==> src/rtl/chkpnl_pkg.sv <==
/*
  Constants for the checkback panel logic: register offsets, field positions,
  reset values, lamp positions, encodings and timing counts.
  Assumes a 40 MHz core clock; every cycle count is derived from that rate.
*/
`default_nettype none
package chkpnl_pkg;

  localparam int unsigned CLK_HZ  = 40_000_000;
  localparam int unsigned CLK_KHZ = CLK_HZ / 1000;

  // Times in milliseconds.
  localparam int unsigned HOLD_MS      = 2000;
  localparam int unsigned MOMENTARY_MS = 5000;
  localparam int unsigned RECOV_PUL_MS = 1000;
  localparam int unsigned NOISE_WIN_MS = 120_000;
  localparam int unsigned DEBOUNCE_MS  = 20;
  localparam int unsigned PWRUP_MS     = 1000;
  localparam int unsigned BLINK_MS     = 250;

  localparam int unsigned NOISE_BUCKETS = 8;

  localparam logic [31:0] HOLD_CYC      = 32'(CLK_KHZ * HOLD_MS);
  localparam logic [31:0] MOMENTARY_CYC = 32'(CLK_KHZ * MOMENTARY_MS);
  localparam logic [31:0] RECOV_PUL_CYC = 32'(CLK_KHZ * RECOV_PUL_MS);
  localparam logic [31:0] BUCKET_CYC    = 32'(CLK_KHZ * (NOISE_WIN_MS / NOISE_BUCKETS));
  localparam logic [31:0] DEBOUNCE_CYC  = 32'(CLK_KHZ * DEBOUNCE_MS);
  localparam logic [31:0] PWRUP_CYC     = 32'(CLK_KHZ * PWRUP_MS);
  localparam logic [31:0] BLINK_CYC     = 32'(CLK_KHZ * BLINK_MS);

  // Register word addresses.
  localparam logic [3:0] REG_CTRL      = 4'h0;
  localparam logic [3:0] REG_POLARITY  = 4'h1;
  localparam logic [3:0] REG_USER_SEL  = 4'h2;
  localparam logic [3:0] REG_NOISE_THR = 4'h3;
  localparam logic [3:0] REG_STATUS    = 4'h4;
  localparam logic [3:0] REG_NOISE_CNT = 4'h5;

  // Control register fields.
  localparam int unsigned CTRL_SEALED = 0;
  localparam int unsigned CTRL_AUTO   = 1;

  // Status register fields.
  localparam int unsigned ST_LAMP_LSB    = 0;
  localparam int unsigned ST_CONTACT_LSB = 10;
  localparam int unsigned ST_CFG_LSB     = 15;
  localparam int unsigned ST_DELAYED     = 18;

  localparam logic        RST_SEALED   = 1'b1;
  localparam logic        RST_AUTO     = 1'b1;
  localparam logic [4:0]  RST_POLARITY = 5'h1F;
  localparam logic [8:0]  RST_USER_SEL = 9'h088;
  localparam logic [10:0] RST_NOISE_THR = 11'h010;

  // Lamp positions; configuration lamps take positions 0 to 4 by code.
  localparam int unsigned LAMP_SEVERE   = 5;
  localparam int unsigned LAMP_LIGHT    = 6;
  localparam int unsigned LAMP_RECOVERY = 7;
  localparam int unsigned LAMP_NOISE    = 8;
  localparam int unsigned LAMP_GOOD     = 9;

  // Contact positions.
  localparam int unsigned OUT_SEVERE = 0;
  localparam int unsigned OUT_LIGHT  = 1;
  localparam int unsigned OUT_USER0  = 2;

  typedef enum logic [2:0] {
    CFG_PRESET1 = 3'b000,
    CFG_PRESET2 = 3'b001,
    CFG_PRESET3 = 3'b010,
    CFG_PRESET4 = 3'b011,
    CFG_CUSTOM  = 3'b100
  } chkpnl_cfg_t;

  typedef enum logic [2:0] {
    COND_DELAYED  = 3'b000,
    COND_IN_TEST  = 3'b001,
    COND_PASSED   = 3'b010,
    COND_RECOV_OK = 3'b011,
    COND_DISABLED = 3'b100
  } chkpnl_cond_t;

  typedef enum logic [2:0] {
    SW_IDLE  = 3'b000,
    SW_CLEAR = 3'b001,
    SW_TEST  = 3'b010,
    SW_BOTH  = 3'b011,
    SW_WAIT  = 3'b100
  } chkpnl_sw_t;

endpackage
`default_nettype wire

==> src/rtl/chkpnl_top.sv <==
/*
  Lamp, contact-input and output-contact logic of the checkback panel.
  Assumes the checkback protocol logic on the same clock supplies one-cycle
  event pulses and levels, and that the two contact inputs and the selector
  are asynchronous pins, high while closed or on.
*/
// The plain strobed port and the register offsets were decided locally.
`timescale 1ns/1ps
`default_nettype none
module chkpnl_top
  import chkpnl_pkg::*;
#(
  parameter logic [31:0] HOLD_CYC      = chkpnl_pkg::HOLD_CYC,
  parameter logic [31:0] MOMENTARY_CYC = chkpnl_pkg::MOMENTARY_CYC,
  parameter logic [31:0] RECOV_PUL_CYC = chkpnl_pkg::RECOV_PUL_CYC,
  parameter logic [31:0] BUCKET_CYC    = chkpnl_pkg::BUCKET_CYC,
  parameter logic [31:0] DEBOUNCE_CYC  = chkpnl_pkg::DEBOUNCE_CYC,
  parameter logic [31:0] PWRUP_CYC     = chkpnl_pkg::PWRUP_CYC,
  parameter logic [31:0] BLINK_CYC     = chkpnl_pkg::BLINK_CYC
) (
  input  wire logic        core_clk,
  input  wire logic        srst,
  input  wire logic [3:0]  config_selector,
  input  wire logic        external_clear_input,
  input  wire logic        external_test_input,
  input  wire logic        hp_fail_evt,
  input  wire logic        hp_pass_evt,
  input  wire logic        lp_fail_evt,
  input  wire logic        lp_pass_evt,
  input  wire logic        test_pass_evt,
  input  wire logic        test_fail_evt,
  input  wire logic        test_in_progress,
  input  wire logic        recovery_active,
  input  wire logic        recovery_success_evt,
  input  wire logic        recovery_window_evt,
  input  wire logic        spurious_msg_evt,
  input  wire logic [3:0]  reg_addr,
  input  wire logic [31:0] reg_wdata,
  input  wire logic        reg_write,
  input  wire logic        reg_read,
  output logic [31:0]      reg_rdata,
  output logic [9:0]       lamps,
  output logic [4:0]       contact_closed,
  output logic             checkback_req,
  output logic             loopback_req,
  output logic             recovery_clear_req,
  output logic             auto_test_enable
);
  import chkpnl_pkg::*;

  if (HOLD_CYC < 32'h1 || MOMENTARY_CYC < 32'h1 || RECOV_PUL_CYC < 32'h1 ||
      BUCKET_CYC < 32'h1 || DEBOUNCE_CYC < 32'h1 || PWRUP_CYC < 32'h1 ||
      BLINK_CYC < 32'h1) begin : g_bad_count
    $error("chkpnl_top: every cycle count must be at least one");
  end

  function automatic chkpnl_cfg_t decode_cfg(input logic [2:0] sel);
    chkpnl_cfg_t c;
    c = CFG_CUSTOM;
    unique case (sel)
      3'b001:  c = CFG_PRESET1;
      3'b010:  c = CFG_PRESET2;
      3'b011:  c = CFG_PRESET3;
      3'b100:  c = CFG_PRESET4;
      default: c = CFG_CUSTOM;
    endcase
    return c;
  endfunction

  function automatic logic [10:0] bucket_sum(input logic [NOISE_BUCKETS-1:0][7:0] b);
    logic [10:0] s;
    s = 11'h000;
    for (int k = 0; k < NOISE_BUCKETS; k++) begin
      s = s + {3'h0, b[k]};
    end
    return s;
  endfunction

  function automatic logic drive_level(input logic energized, input logic pol);
    return pol ? energized : !energized;
  endfunction

  // Synchronisers: first stage is read only by the second stage.
  logic [5:0]  sync_a;
  logic [5:0]  sync_b;
  always_ff @(posedge core_clk) begin
    if (srst) begin
      sync_a <= 6'h00;
      sync_b <= 6'h00;
    end else begin
      sync_a <= {external_test_input, external_clear_input, config_selector};
      sync_b <= sync_a;
    end
  end

  // Power-up flash window; the selector is captured once at its end.
  logic [31:0] pwr_cnt;
  logic        pwr_done;
  chkpnl_cfg_t cfg;
  always_ff @(posedge core_clk) begin
    if (srst) begin
      pwr_cnt  <= 32'h0;
      pwr_done <= 1'b0;
      cfg      <= CFG_CUSTOM;
    end else if (!pwr_done) begin
      if (pwr_cnt >= PWRUP_CYC - 32'h1) begin
        pwr_done <= 1'b1;
        cfg      <= decode_cfg(sync_b[2:0]);
      end else begin
        pwr_cnt <= pwr_cnt + 32'h1;
      end
    end
  end

  logic [31:0] blink_cnt;
  logic        blink;
  always_ff @(posedge core_clk) begin
    if (srst) begin
      blink_cnt <= 32'h0;
      blink     <= 1'b1;
    end else if (blink_cnt >= BLINK_CYC - 32'h1) begin
      blink_cnt <= 32'h0;
      blink     <= !blink;
    end else begin
      blink_cnt <= blink_cnt + 32'h1;
    end
  end

  // Debounce: bit 0 clear input, bit 1 test input.
  logic [1:0]       db_state;
  logic [1:0][31:0] db_cnt;
  always_ff @(posedge core_clk) begin
    if (srst) begin
      db_state <= 2'b00;
      db_cnt   <= '0;
    end else begin
      for (int i = 0; i < 2; i++) begin
        if (sync_b[4+i] == db_state[i]) begin
          db_cnt[i] <= 32'h0;
        end else if (db_cnt[i] >= DEBOUNCE_CYC - 32'h1) begin
          db_state[i] <= sync_b[4+i];
          db_cnt[i]   <= 32'h0;
        end else begin
          db_cnt[i] <= db_cnt[i] + 32'h1;
        end
      end
    end
  end

  wire logic clr_on = db_state[0];
  wire logic tst_on = db_state[1];

  // Closure decoder.
  chkpnl_sw_t  sw_state;
  chkpnl_sw_t  next_sw_state;
  logic [31:0] hold_cnt;
  logic        alarm_clear;
  logic        toggle_auto;
  logic        next_checkback;
  logic        next_loopback;
  logic        next_recov_clr;
  logic        next_alarm_clr;
  logic        next_toggle;

  wire logic held_long = hold_cnt >= HOLD_CYC - 32'h1;

  always_comb begin
    next_sw_state  = sw_state;
    next_checkback = 1'b0;
    next_loopback  = 1'b0;
    next_recov_clr = 1'b0;
    next_alarm_clr = 1'b0;
    next_toggle    = 1'b0;
    unique case (sw_state)
      SW_IDLE: begin
        if (clr_on && tst_on) begin
          next_sw_state = SW_BOTH;
        end else if (clr_on) begin
          next_sw_state = SW_CLEAR;
        end else if (tst_on) begin
          next_sw_state = SW_TEST;
        end
      end
      SW_CLEAR: begin
        if (tst_on) begin
          next_sw_state = SW_BOTH;
        end else if (!clr_on) begin
          next_alarm_clr = 1'b1;
          next_sw_state  = SW_IDLE;
        end else if (held_long) begin
          next_recov_clr = 1'b1;
          next_sw_state  = SW_WAIT;
        end
      end
      SW_TEST: begin
        if (clr_on) begin
          next_sw_state = SW_BOTH;
        end else if (!tst_on) begin
          next_checkback = 1'b1;
          next_sw_state  = SW_IDLE;
        end else if (held_long) begin
          next_loopback = 1'b1;
          next_sw_state = SW_WAIT;
        end
      end
      SW_BOTH: begin
        if (!clr_on && !tst_on) begin
          next_toggle   = 1'b1;
          next_sw_state = SW_IDLE;
        end
      end
      SW_WAIT: begin
        if (!clr_on && !tst_on) begin
          next_sw_state = SW_IDLE;
        end
      end
      default: next_sw_state = SW_IDLE;
    endcase
  end

  always_ff @(posedge core_clk) begin
    if (srst) begin
      sw_state           <= SW_IDLE;
      hold_cnt           <= 32'h0;
      checkback_req      <= 1'b0;
      loopback_req       <= 1'b0;
      recovery_clear_req <= 1'b0;
      alarm_clear        <= 1'b0;
      toggle_auto        <= 1'b0;
    end else begin
      sw_state           <= next_sw_state;
      checkback_req      <= next_checkback;
      loopback_req       <= next_loopback;
      recovery_clear_req <= next_recov_clr;
      alarm_clear        <= next_alarm_clr;
      toggle_auto        <= next_toggle;
      if (next_sw_state == SW_CLEAR || next_sw_state == SW_TEST) begin
        if (!held_long) begin
          hold_cnt <= hold_cnt + 32'h1;
        end
      end else begin
        hold_cnt <= 32'h0;
      end
    end
  end

  // Settings registers; preset selections lock them at the values held when the power-up window ends.
  logic        sealed;
  logic [4:0]  polarity;
  logic [8:0]  user_sel;
  logic [10:0] noise_thr;
  wire logic   cfg_wr = reg_write && (cfg == CFG_CUSTOM);

  always_ff @(posedge core_clk) begin
    if (srst) begin
      sealed    <= RST_SEALED;
      polarity  <= RST_POLARITY;
      user_sel  <= RST_USER_SEL;
      noise_thr <= RST_NOISE_THR;
    end else if (cfg_wr) begin
      if (reg_addr == REG_CTRL) begin
        sealed <= reg_wdata[CTRL_SEALED];
      end
      if (reg_addr == REG_POLARITY) begin
        polarity <= reg_wdata[4:0];
      end
      if (reg_addr == REG_USER_SEL) begin
        user_sel <= reg_wdata[8:0];
      end
      if (reg_addr == REG_NOISE_THR) begin
        noise_thr <= reg_wdata[10:0];
      end
    end
  end

  // Automatic-test enable: the closure toggle wins over a software write.
  always_ff @(posedge core_clk) begin
    if (srst) begin
      auto_test_enable <= RST_AUTO;
    end else if (toggle_auto) begin
      auto_test_enable <= !auto_test_enable;
    end else if (reg_write && reg_addr == REG_CTRL) begin
      auto_test_enable <= reg_wdata[CTRL_AUTO];
    end
  end

  // Alarm and result state; a new event wins over a clear in the same cycle, except delayed, which a window event sets only while recovery_active is high.
  logic sev_flag;
  logic light_flag;
  logic sev_seal;
  logic light_seal;
  logic test_good;
  logic delayed;
  always_ff @(posedge core_clk) begin
    if (srst) begin
      sev_flag   <= 1'b0;
      light_flag <= 1'b0;
      sev_seal   <= 1'b0;
      light_seal <= 1'b0;
      test_good  <= 1'b0;
      delayed    <= 1'b0;
    end else begin
      sev_flag   <= hp_fail_evt || (sev_flag && !alarm_clear && !hp_pass_evt);
      light_flag <= lp_fail_evt || (light_flag && !alarm_clear && !lp_pass_evt);
      sev_seal   <= hp_fail_evt || (sev_seal && !hp_pass_evt);
      light_seal <= lp_fail_evt || (light_seal && !lp_pass_evt);
      test_good  <= test_pass_evt || (test_good && !test_fail_evt);
      delayed    <= (recovery_window_evt && recovery_active) ||
                    (delayed && recovery_active);
    end
  end

  // Momentary timers for the two alarm outputs and the recovery pulse.
  logic [31:0] sev_tmr;
  logic [31:0] light_tmr;
  logic [31:0] recov_tmr;
  always_ff @(posedge core_clk) begin
    if (srst) begin
      sev_tmr   <= 32'h0;
      light_tmr <= 32'h0;
      recov_tmr <= 32'h0;
    end else begin
      if (hp_fail_evt) begin
        sev_tmr <= MOMENTARY_CYC;
      end else if (sev_tmr != 32'h0) begin
        sev_tmr <= sev_tmr - 32'h1;
      end
      if (lp_fail_evt) begin
        light_tmr <= MOMENTARY_CYC;
      end else if (light_tmr != 32'h0) begin
        light_tmr <= light_tmr - 32'h1;
      end
      if (recovery_success_evt) begin
        recov_tmr <= RECOV_PUL_CYC;
      end else if (recov_tmr != 32'h0) begin
        recov_tmr <= recov_tmr - 32'h1;
      end
    end
  end

  // Rolling noise window made of equal buckets.
  logic [NOISE_BUCKETS-1:0][7:0] bucket;
  logic [2:0]                    bucket_idx;
  logic [31:0]                   bucket_tmr;
  wire logic [10:0]              noise_cnt = bucket_sum(bucket);
  wire logic noise_high = (noise_thr != 11'h000) && (noise_cnt >= noise_thr);

  always_ff @(posedge core_clk) begin
    if (srst) begin
      bucket     <= '0;
      bucket_idx <= 3'h0;
      bucket_tmr <= 32'h0;
    end else if (bucket_tmr >= BUCKET_CYC - 32'h1) begin
      bucket_tmr                       <= 32'h0;
      bucket_idx                       <= bucket_idx + 3'h1;
      bucket[3'(bucket_idx + 3'h1)]    <= {7'h00, spurious_msg_evt};
    end else begin
      bucket_tmr <= bucket_tmr + 32'h1;
      if (spurious_msg_evt && bucket[bucket_idx] != 8'hFF) begin
        bucket[bucket_idx] <= bucket[bucket_idx] + 8'h01;
      end
    end
  end

  // Conditions and contacts.
  logic [4:0] cond;
  logic [4:0] energized;
  logic [2:0] sel;
  always_comb begin
    cond = {!auto_test_enable, recov_tmr != 32'h0, test_good,
            test_in_progress, delayed};
    energized[OUT_SEVERE] = sealed ? sev_seal : (sev_tmr != 32'h0);
    energized[OUT_LIGHT]  = sealed ? light_seal : (light_tmr != 32'h0);
    for (int u = 0; u < 3; u++) begin
      sel = user_sel[u*3 +: 3];
      energized[OUT_USER0+u] = (sel <= COND_DISABLED) ? cond[sel] : 1'b0;
    end
  end

  logic [9:0] next_lamps;
  always_comb begin
    next_lamps              = 10'h000;
    next_lamps[cfg]         = 1'b1;
    next_lamps[LAMP_SEVERE]   = sev_flag;
    next_lamps[LAMP_LIGHT]    = light_flag;
    next_lamps[LAMP_RECOVERY] = recovery_active;
    next_lamps[LAMP_NOISE]    = noise_high && blink;
    next_lamps[LAMP_GOOD]     = test_good;
    if (!auto_test_enable) begin
      for (int j = 0; j < LAMP_GOOD; j++) begin
        if (j != int'(cfg)) begin
          next_lamps[j] = blink;
        end
      end
    end
    if (!pwr_done) begin
      next_lamps = {10{blink}};
    end
  end

  always_ff @(posedge core_clk) begin
    if (srst) begin
      lamps          <= 10'h000;
      contact_closed <= 5'h00;
    end else begin
      lamps <= next_lamps;
      for (int n = 0; n < 5; n++) begin
        contact_closed[n] <= drive_level(energized[n], polarity[n]);
      end
    end
  end

  // Register read port: data stand for one cycle after the read strobe.
  logic [31:0] rd_val;
  always_comb begin
    rd_val = 32'h0;
    unique case (reg_addr)
      REG_CTRL:      rd_val = {30'h0, auto_test_enable, sealed};
      REG_POLARITY:  rd_val = {27'h0, polarity};
      REG_USER_SEL:  rd_val = {23'h0, user_sel};
      REG_NOISE_THR: rd_val = {21'h0, noise_thr};
      REG_STATUS: begin
        rd_val[ST_LAMP_LSB +: 10]   = lamps;
        rd_val[ST_CONTACT_LSB +: 5] = contact_closed;
        rd_val[ST_CFG_LSB +: 3]     = cfg;
        rd_val[ST_DELAYED]          = delayed;
      end
      REG_NOISE_CNT: rd_val = {21'h0, noise_cnt};
      default:       rd_val = 32'h0;
    endcase
  end

  always_ff @(posedge core_clk) begin
    if (srst) begin
      reg_rdata <= 32'h0;
    end else begin
      reg_rdata <= reg_read ? rd_val : 32'h0;
    end
  end

endmodule
`default_nettype wire

==> config.mk <==
export PLATFORM = sky130hd
export DESIGN_NAME = chkpnl_top
export DESIGN_NICKNAME = d
export VERILOG_FILES = /design/src/rtl/chkpnl_pkg.sv /design/src/rtl/chkpnl_top.sv
export SDC_FILE = /design/constraint.sdc
export NUM_CORES = 1
export LEC_CHECK = 0
export CAP_MARGIN = 10
export CORE_MARGIN = 3
export CORE_UTILIZATION = 45
export DETAILED_ROUTE_END_ITERATION = 10
export DONT_BUFFER_PORTS = 1
export HOLD_SLACK_MARGIN = 0.15
export PLACE_DENSITY_LB_ADDON = 0.2
export SETUP_SLACK_MARGIN = 0.4
export SLEW_MARGIN = 10
export SYNTH_ARGS = -nofsm -noshare
export SYNTH_HDL_FRONTEND = slang
export SYNTH_SLANG_ARGS = --single-unit
==> constraint.sdc <==
create_clock -name core_clk -period 5.65 [get_ports core_clk]
set_input_delay 0.565 -clock core_clk [delete_from_list [all_inputs] [get_ports core_clk]]
set_output_delay 0.565 -clock core_clk [all_outputs]
set_load 0.02 [all_outputs]
# Word-level counts from Yosys, hierarchy flattened
# Index checks and enable logic that the tools add are counted.
# Widths: inputs -> output; s select.
[classes] add_sub_neg=18 order_cmp=19 n_eq_ne=26 mux=64 n_bitwise=11 reduce_logical=74
[op_table] operator="$add 32x1->32 const B" count=6
[op_table] operator="$bwmux 64" count=2
[op_table] operator="$mux 64" count=2
[op_table] operator="$pmux 19 s6" count=1
[op_table] operator="$mux 28" count=4
[op_table] operator="$reduce_bool 32->1" count=3
[op_table] operator="$sub 32x1->32 const B" count=3
[op_table] operator="$ge 32x20->1 const B" count=2
[op_table] operator="$mux 26" count=2
[op_table] operator="$demux 8 s3" count=2
[op_table] operator="$add 11x8->11" count=4
[op_table] operator="$ge 32x24->1 const B" count=1
[op_table] operator="$ge 32x26->1 const B" count=1
[op_table] operator="$ge 32x27->1 const B" count=1
[op_table] operator="$ge 32x30->1 const B" count=1
[op_table] operator="$mux 1" count=30
[op_table] operator="$mux 3" count=9
[op_table] operator="$bmux 8 s3" count=1
[op_table] operator="$mux 8" count=3
[op_table] operator="$pmux 3 s4" count=2
[op_table] operator="$lt 3x4->1 const B" count=5
[op_table] operator="$logic_and 1x1->1" count=19
[op_table] operator="$reduce_or 2->1" count=9
[op_table] operator="$reduce_and 2->1" count=8
[op_table] operator="other kinds (34)" count=91
[word_totals] reg_bits=462

# Depth between registers and ports, before layout
[logic_depth] depth_word=12 depth_mapped=21

# Least setup slack after synthesis
# No wires, ideal clock.
[synth_timing] kind="register to register" start="register bucket[2] (netlist bit)" end="register lamps[8]" setup_ns=0.130 arrival_time_ns=4.857 path_slack_ns=0.663 path_stages_with_launch=22 path_buffers=0 synth_period_minus_slack_ns=4.987 cell_sequence="dfxtp_1 > inv_1 > fa_1 > inv_1 > fa_1 > fa_1 > inv_1 > fa_1 > inv_1 > ha_1 > fa_1 > a21o_1 > a21oi_1 > o21bai_1 > a21oi_1 > o21bai_1 > a21o_1 > ha_1 > nand4_1 > nor3_1 > a2111oi_0 > a21oi_1"
[synth_via] elab_chain_len=12
[synth_lines] item="start: declaration" line="chkpnl_top.sv:342" text="logic [NOISE_BUCKETS-1:0][7:0] bucket;"
[synth_lines] item="start signal: indexed assignment" line="chkpnl_top.sv:356" text="bucket[3'(bucket_idx + 3'h1)] <= {7'h00, spurious_msg_evt};"
[synth_lines] item="start signal: indexed assignment" line="chkpnl_top.sv:360" text="bucket[bucket_idx] <= bucket[bucket_idx] + 8'h01;"
[synth_lines] item="$add 8x8->9" line="chkpnl_top.sv:74" text="s = s + {3'h0, b[k]};"
[synth_lines] item="$add 9x8->10" line="chkpnl_top.sv:74"
[synth_lines] item="$add 10x8->11" line="chkpnl_top.sv:74"
[synth_lines] item="$add 11x8->11 (4 in a row)" line="chkpnl_top.sv:74"
[synth_lines] item="$ge 11x11->1" line="chkpnl_top.sv:346" text="wire logic noise_high = (noise_thr != 11'h000) && (noise_cnt >= noise_thr);"
[synth_lines] item="$logic_and 1x1->1" line="chkpnl_top.sv:346"
[synth_lines] item="$logic_and 1x1->1" line="chkpnl_top.sv:387" text="next_lamps[LAMP_NOISE] = noise_high && blink;"
[synth_lines] item="$mux 9" line="chkpnl_top.sv:389" text="if (!auto_test_enable) begin"
[synth_lines] item="$mux 10" line="chkpnl_top.sv:396" text="if (!pwr_done) begin"
[synth_lines] item="end signal: assignment" line="chkpnl_top.sv:406" text="lamps <= next_lamps;"
[synth_lines] item="end: declaration" line="chkpnl_top.sv:42" text="output logic [9:0] lamps,"
# Every way passes these cells.
# A chain may end at the register's enable or synchronous reset.

# Worst setup path in the final report
[layout_timing] start="register bucket[3] (netlist bit)" end="register lamps[8]"
# The elaborated chain is that of the path after synthesis.

==> metrics <==
length of the first detailed-routing pass in iterations 5; starting density of the core 0.457; number of nets in the final layout 2,612; total count of max-transition violations in the final report 0; Std-Cell Rows 79; Bufs on Longest Clock Path 3; part of the power in the clock network 0.456; class of the tightest hold or removal check input pin to flip-flop; post-route minimum period 5.06 ns; largest family of logic cells by synthesized area simple AND/OR/NAND/NOR gates; Wirelength per Cell 16.7 um; sinks on the clock net 447; Post-Synth XOR/XNOR Area 0.0953; synthesis-to-layout area growth 12.2%; number of max-cap violations 0; result of the run complete, no violations; final worst-path setup slack 0.595 ns; static leakage 8.56 nW; clock slew at reported path FFs 0.06 ns; number of nets still failing antenna checks after routing 0; Post-Route Setup TNS 0 ns; complex-gate fraction of the synthesized area 0.0926; post-detailed-route via-to-cell ratio 5.46; io pins 108; area share of and/or/nand/nor cells after synthesis 0.247; Synth cell types 77; root buffer selected by CTS clkbuf_16; #FFs+latches synth 447; RSZ-0062 raised after global routing no; type of destination of the critical path flip-flop; DIE WIDTH 224 um; Layout fillers 4,420; Crit path largest cell delay 0.57 ns; wire length of the first global-routing pass 84,200 um; fraction of power consumed by sequential logic 0.464; final routed DRC violation total 0; combined global-route utilization of all metal layers 0.205; Detailed Place HPWL 35,400 um; Port Buf Inserts 0; multiplexer fraction of the synthesized cell area 0.0334; total wire length after detailed routing 52,100 um; fraction of final layout cells sized beyond drive strength 1 0.0641; launching element type of the critical path flip-flop; power per cell area 301 mW/mm^2; met1 WL 23,300 um; Syn. warnings 0; DIE HEIGHT 224 um; Final Hold Viols 0; Combinational Power Share 0.081; via count 17,037; sequential element share of the synthesized area 0.420; Post-synth top flop dfxtp_1; total length of routed met2 wires 23,200 um; CP Class flip-flop to flip-flop; adder-cell share of the synthesized area 0.0635; worst clock skew 0.0299 ns; initial antenna violation count 1; Psw 0.00177 W; slowest CP cell fa_1; endpoints failing setup 0; transition time of the tightest slew-check pin 1.09 ns; DR top layer met4; number of synthesized flops with an enable pin 0; number of H-tree levels 2; TritonCTS clock tree yes; switching portion of total power 0.246; chain of cells forming the critical path inv_1 > fa_1 > inv_1 > fa_1 > fa_1 > inv_1 > fa_1 > inv_1 > ha_1 > a21o_1 > a21oi_2 > o21bai_1 > a21oi_2 > o21ai_1 > xor2_1 > ha_1 > nand4_1 > nor3_1 > a2111oi_1 > a21oi_1; total gr overflow 0; Max transition margin 0.276; Peak supply drop 0.209 mV; maximum fanout count along the critical path 3; ratio of final minimum period to clock period 0.895; required time reported for the critical path endpoint 6.11 ns; pin count of the biggest net entering global routing 188; number of clock buffers inserted by TritonCTS 49; vias in the first global route 16,263; Placement Setup Slack 0.326 ns; arrival time at the worst endpoint 5.51 ns; final weighted congestion of routability-driven global placement 0.879; gate count after technology mapping 2,446; upper clock frequency limit 198 MHz; die footprint 0.0500 sq mm; average instance area after synthesis 8.72 sq um; Core Area 0.0467 sq mm; routed wire length on met3 3820 um; Netlist Area Pre-Place 0.0213 sq mm; clock latency of the later-clocked register in the worst-skew pair 0.60 ns; proportion of register bits with asynchronous set or reset after synthesis 0; First DRT Iteration DRCs 1,049; Internal 0.00543 W
-- cell usage after synthesis, types with 8 or more instances --
| cell | instances | area share |
|---|---|---|
| xnor2_1 | 136 | 0.056 |
| and3_1 | 38 | 0.011 |
| nor2b_1 | 26 | 0.0076 |
| mux4_2 | 10 | 0.011 |
| nor2_1 | 360 | 0.063 |
| xor2_1 | 96 | 0.039 |
| a22oi_1 | 12 | 0.0042 |
| a31oi_1 | 20 | 0.0059 |
| o21ai_0 | 39 | 0.0092 |
| o32ai_1 | 9 | 0.0037 |
| fa_1 | 47 | 0.044 |
| o21a_1 | 8 | 0.0028 |
| nor3_1 | 63 | 0.015 |
| nor3b_1 | 9 | 0.0032 |
| a211oi_1 | 15 | 0.0053 |
| clkbuf_1 | 81 | 0.014 |
| inv_1 | 147 | 0.026 |
| buf_2 | 10 | 0.0023 |
| mux2i_1 | 42 | 0.020 |
| nor4_1 | 60 | 0.018 |
| or3_1 | 67 | 0.020 |
| nor4b_1 | 10 | 0.0041 |
| nand4_1 | 49 | 0.014 |
| ha_1 | 33 | 0.019 |
| nand3_1 | 85 | 0.020 |
| or4_1 | 24 | 0.0084 |
| a211o_1 | 13 | 0.0053 |
| nand2_1 | 176 | 0.031 |
| nand3b_1 | 24 | 0.0084 |
| and2_1 | 8 | 0.0023 |
| buf_4 | 13 | 0.0046 |
| a21oi_1 | 125 | 0.029 |
| dfxtp_1 | 447 | 0.42 |
| or2_2 | 15 | 0.0044 |
| nand2b_1 | 19 | 0.0056 |
-- power by group through the flow --
stage,sequential [W],clock [W],combinational [W]
detailed placement,0.00341,0,0.000530
global placement,0.00340,0,0.000519
global route,0.00335,0.00349,0.000646
floorplan,0.00337,0,0.000453
finish,0.00334,0.00328,0.000582
CTS,0.00334,0.00338,0.000579
-- layout by cell type, fill, tap and decap left out, drive strengths merged, types with 12 or more instances in the layout --
cell           n
fa            47
ha            33
inv          149
o21ai         40
nor2         360
and3          38
buf           19
nor2b         26
nand2b        19
nand3b        24
nor4          60
a21oi        125
or3           67
a31oi         20
nand2        176
nand4         49
or2           15
a211oi        15
clkinv        19
conb          47
or4           26
xor2          96
nor3          63
mux2i         42
a211o         13
dfxtp        447
dlygate4sd3   26
xnor2        136
a22oi         12
clkbuf        61
nand3         85
-- kinds of logic (layout without fill, tap and decap cells) --
group | Yosys count | count (layout)
XOR/XNOR | 232 | 232
flip-flops | 447 | 447
other | 1 | 49
AND/OR/NAND/NOR | 1057 | 1057
multiplexers | 58 | 58
adder cells (fa/ha/maj) | 80 | 80
AO/OA/AOI/OAI | 310 | 310
buffers and inverters | 261 | 282
-- sequential cells by signal, indices dropped and copies added, names as in the netlist, 9 cells and up --
name        flops
noise_thr      11
light_tmr      32
reg_rdata      19
bucket         64
blink_cnt      32
db_cnt         64
hold_cnt       32
user_sel        9
recov_tmr      32
pwr_cnt        32
sev_tmr        32
bucket_tmr     32
lamps          10
-- layer usage --
metal | vias to the layer above | track usage
li1 | 8434 | -
met1 | 8061 | 0.272
met2 | 434 | 0.323
met3 | 108 | 0.0546
met4 | 0 | 0.0786
met5 | - | 0
-- layout make-up --
class                           count  area [sq um]  area share
Timing Repair Buffer               45           423      0.0177
Inverter                          148           556      0.0232
Clock buffer                       61          1330      0.0556
Clock inverter                     28           333      0.0139
Sequential cell                   447          8950       0.374
Tap cell                          607           759      0.0317
Antenna cell                        2          5.00    0.000209
Multi-Input combinational cell   1784         11600       0.484
-- what timing repair did --
action,4_1_cts,5_1_grt
setup buffers,1,2
endpoints found under the setup margin,1,1
hold buffers,27,0
resized for setup,4,7
hold endpoints to repair,187,0
cloned,0,0
pin swaps,4,9
-- worst paths after layout --
| check | from | endpoint | slack, ns | cells after the start |
|---|---|---|---|---|
| worst max-delay path | bucket[3] | lamps[8] | 0.59 | 20 |
| worst min-delay path | recovery_active | lamps[7] | 0.19 | 2 |
| worst min register to register | hold_cnt[29] | hold_cnt[29] | 0.42 | 2 |
| worst max register to register | bucket[3] | lamps[8] | 0.59 | 20 |
-- critical path, delay by kind of cell, from the launching register on --
kind                       cells  cell delay, ns
adders and majority gates      6            2.79
and+or+nand+nor                2            0.17
DFF                            1            0.36
AOI/OAI and AO/OA              7            1.16
buffers and inverters          4            0.27
xor gates and xnor gates       1            0.17
-- through the flow --
stage / area [sq um] / utilization / total power [W] / hold slack (ns) / instances
after global placement: 21900 / 0.470 / 0.00392 / 0.410 / 3001
final: 23900 / 0.513 / 0.00720 / 0.188 / 3122
after floorplan: 21500 / - / 0.00382 / 0.403 / 2492
after detailed placement: 21900 / 0.470 / 0.00394 / 0.414 / 3001
after CTS: 23900 / 0.512 / 0.00730 / 0.162 / 3118
after global routing: 23900 / 0.513 / 0.00749 / 0.170 / 3120
Note: power is estimated with default switching activity, not from simulation.
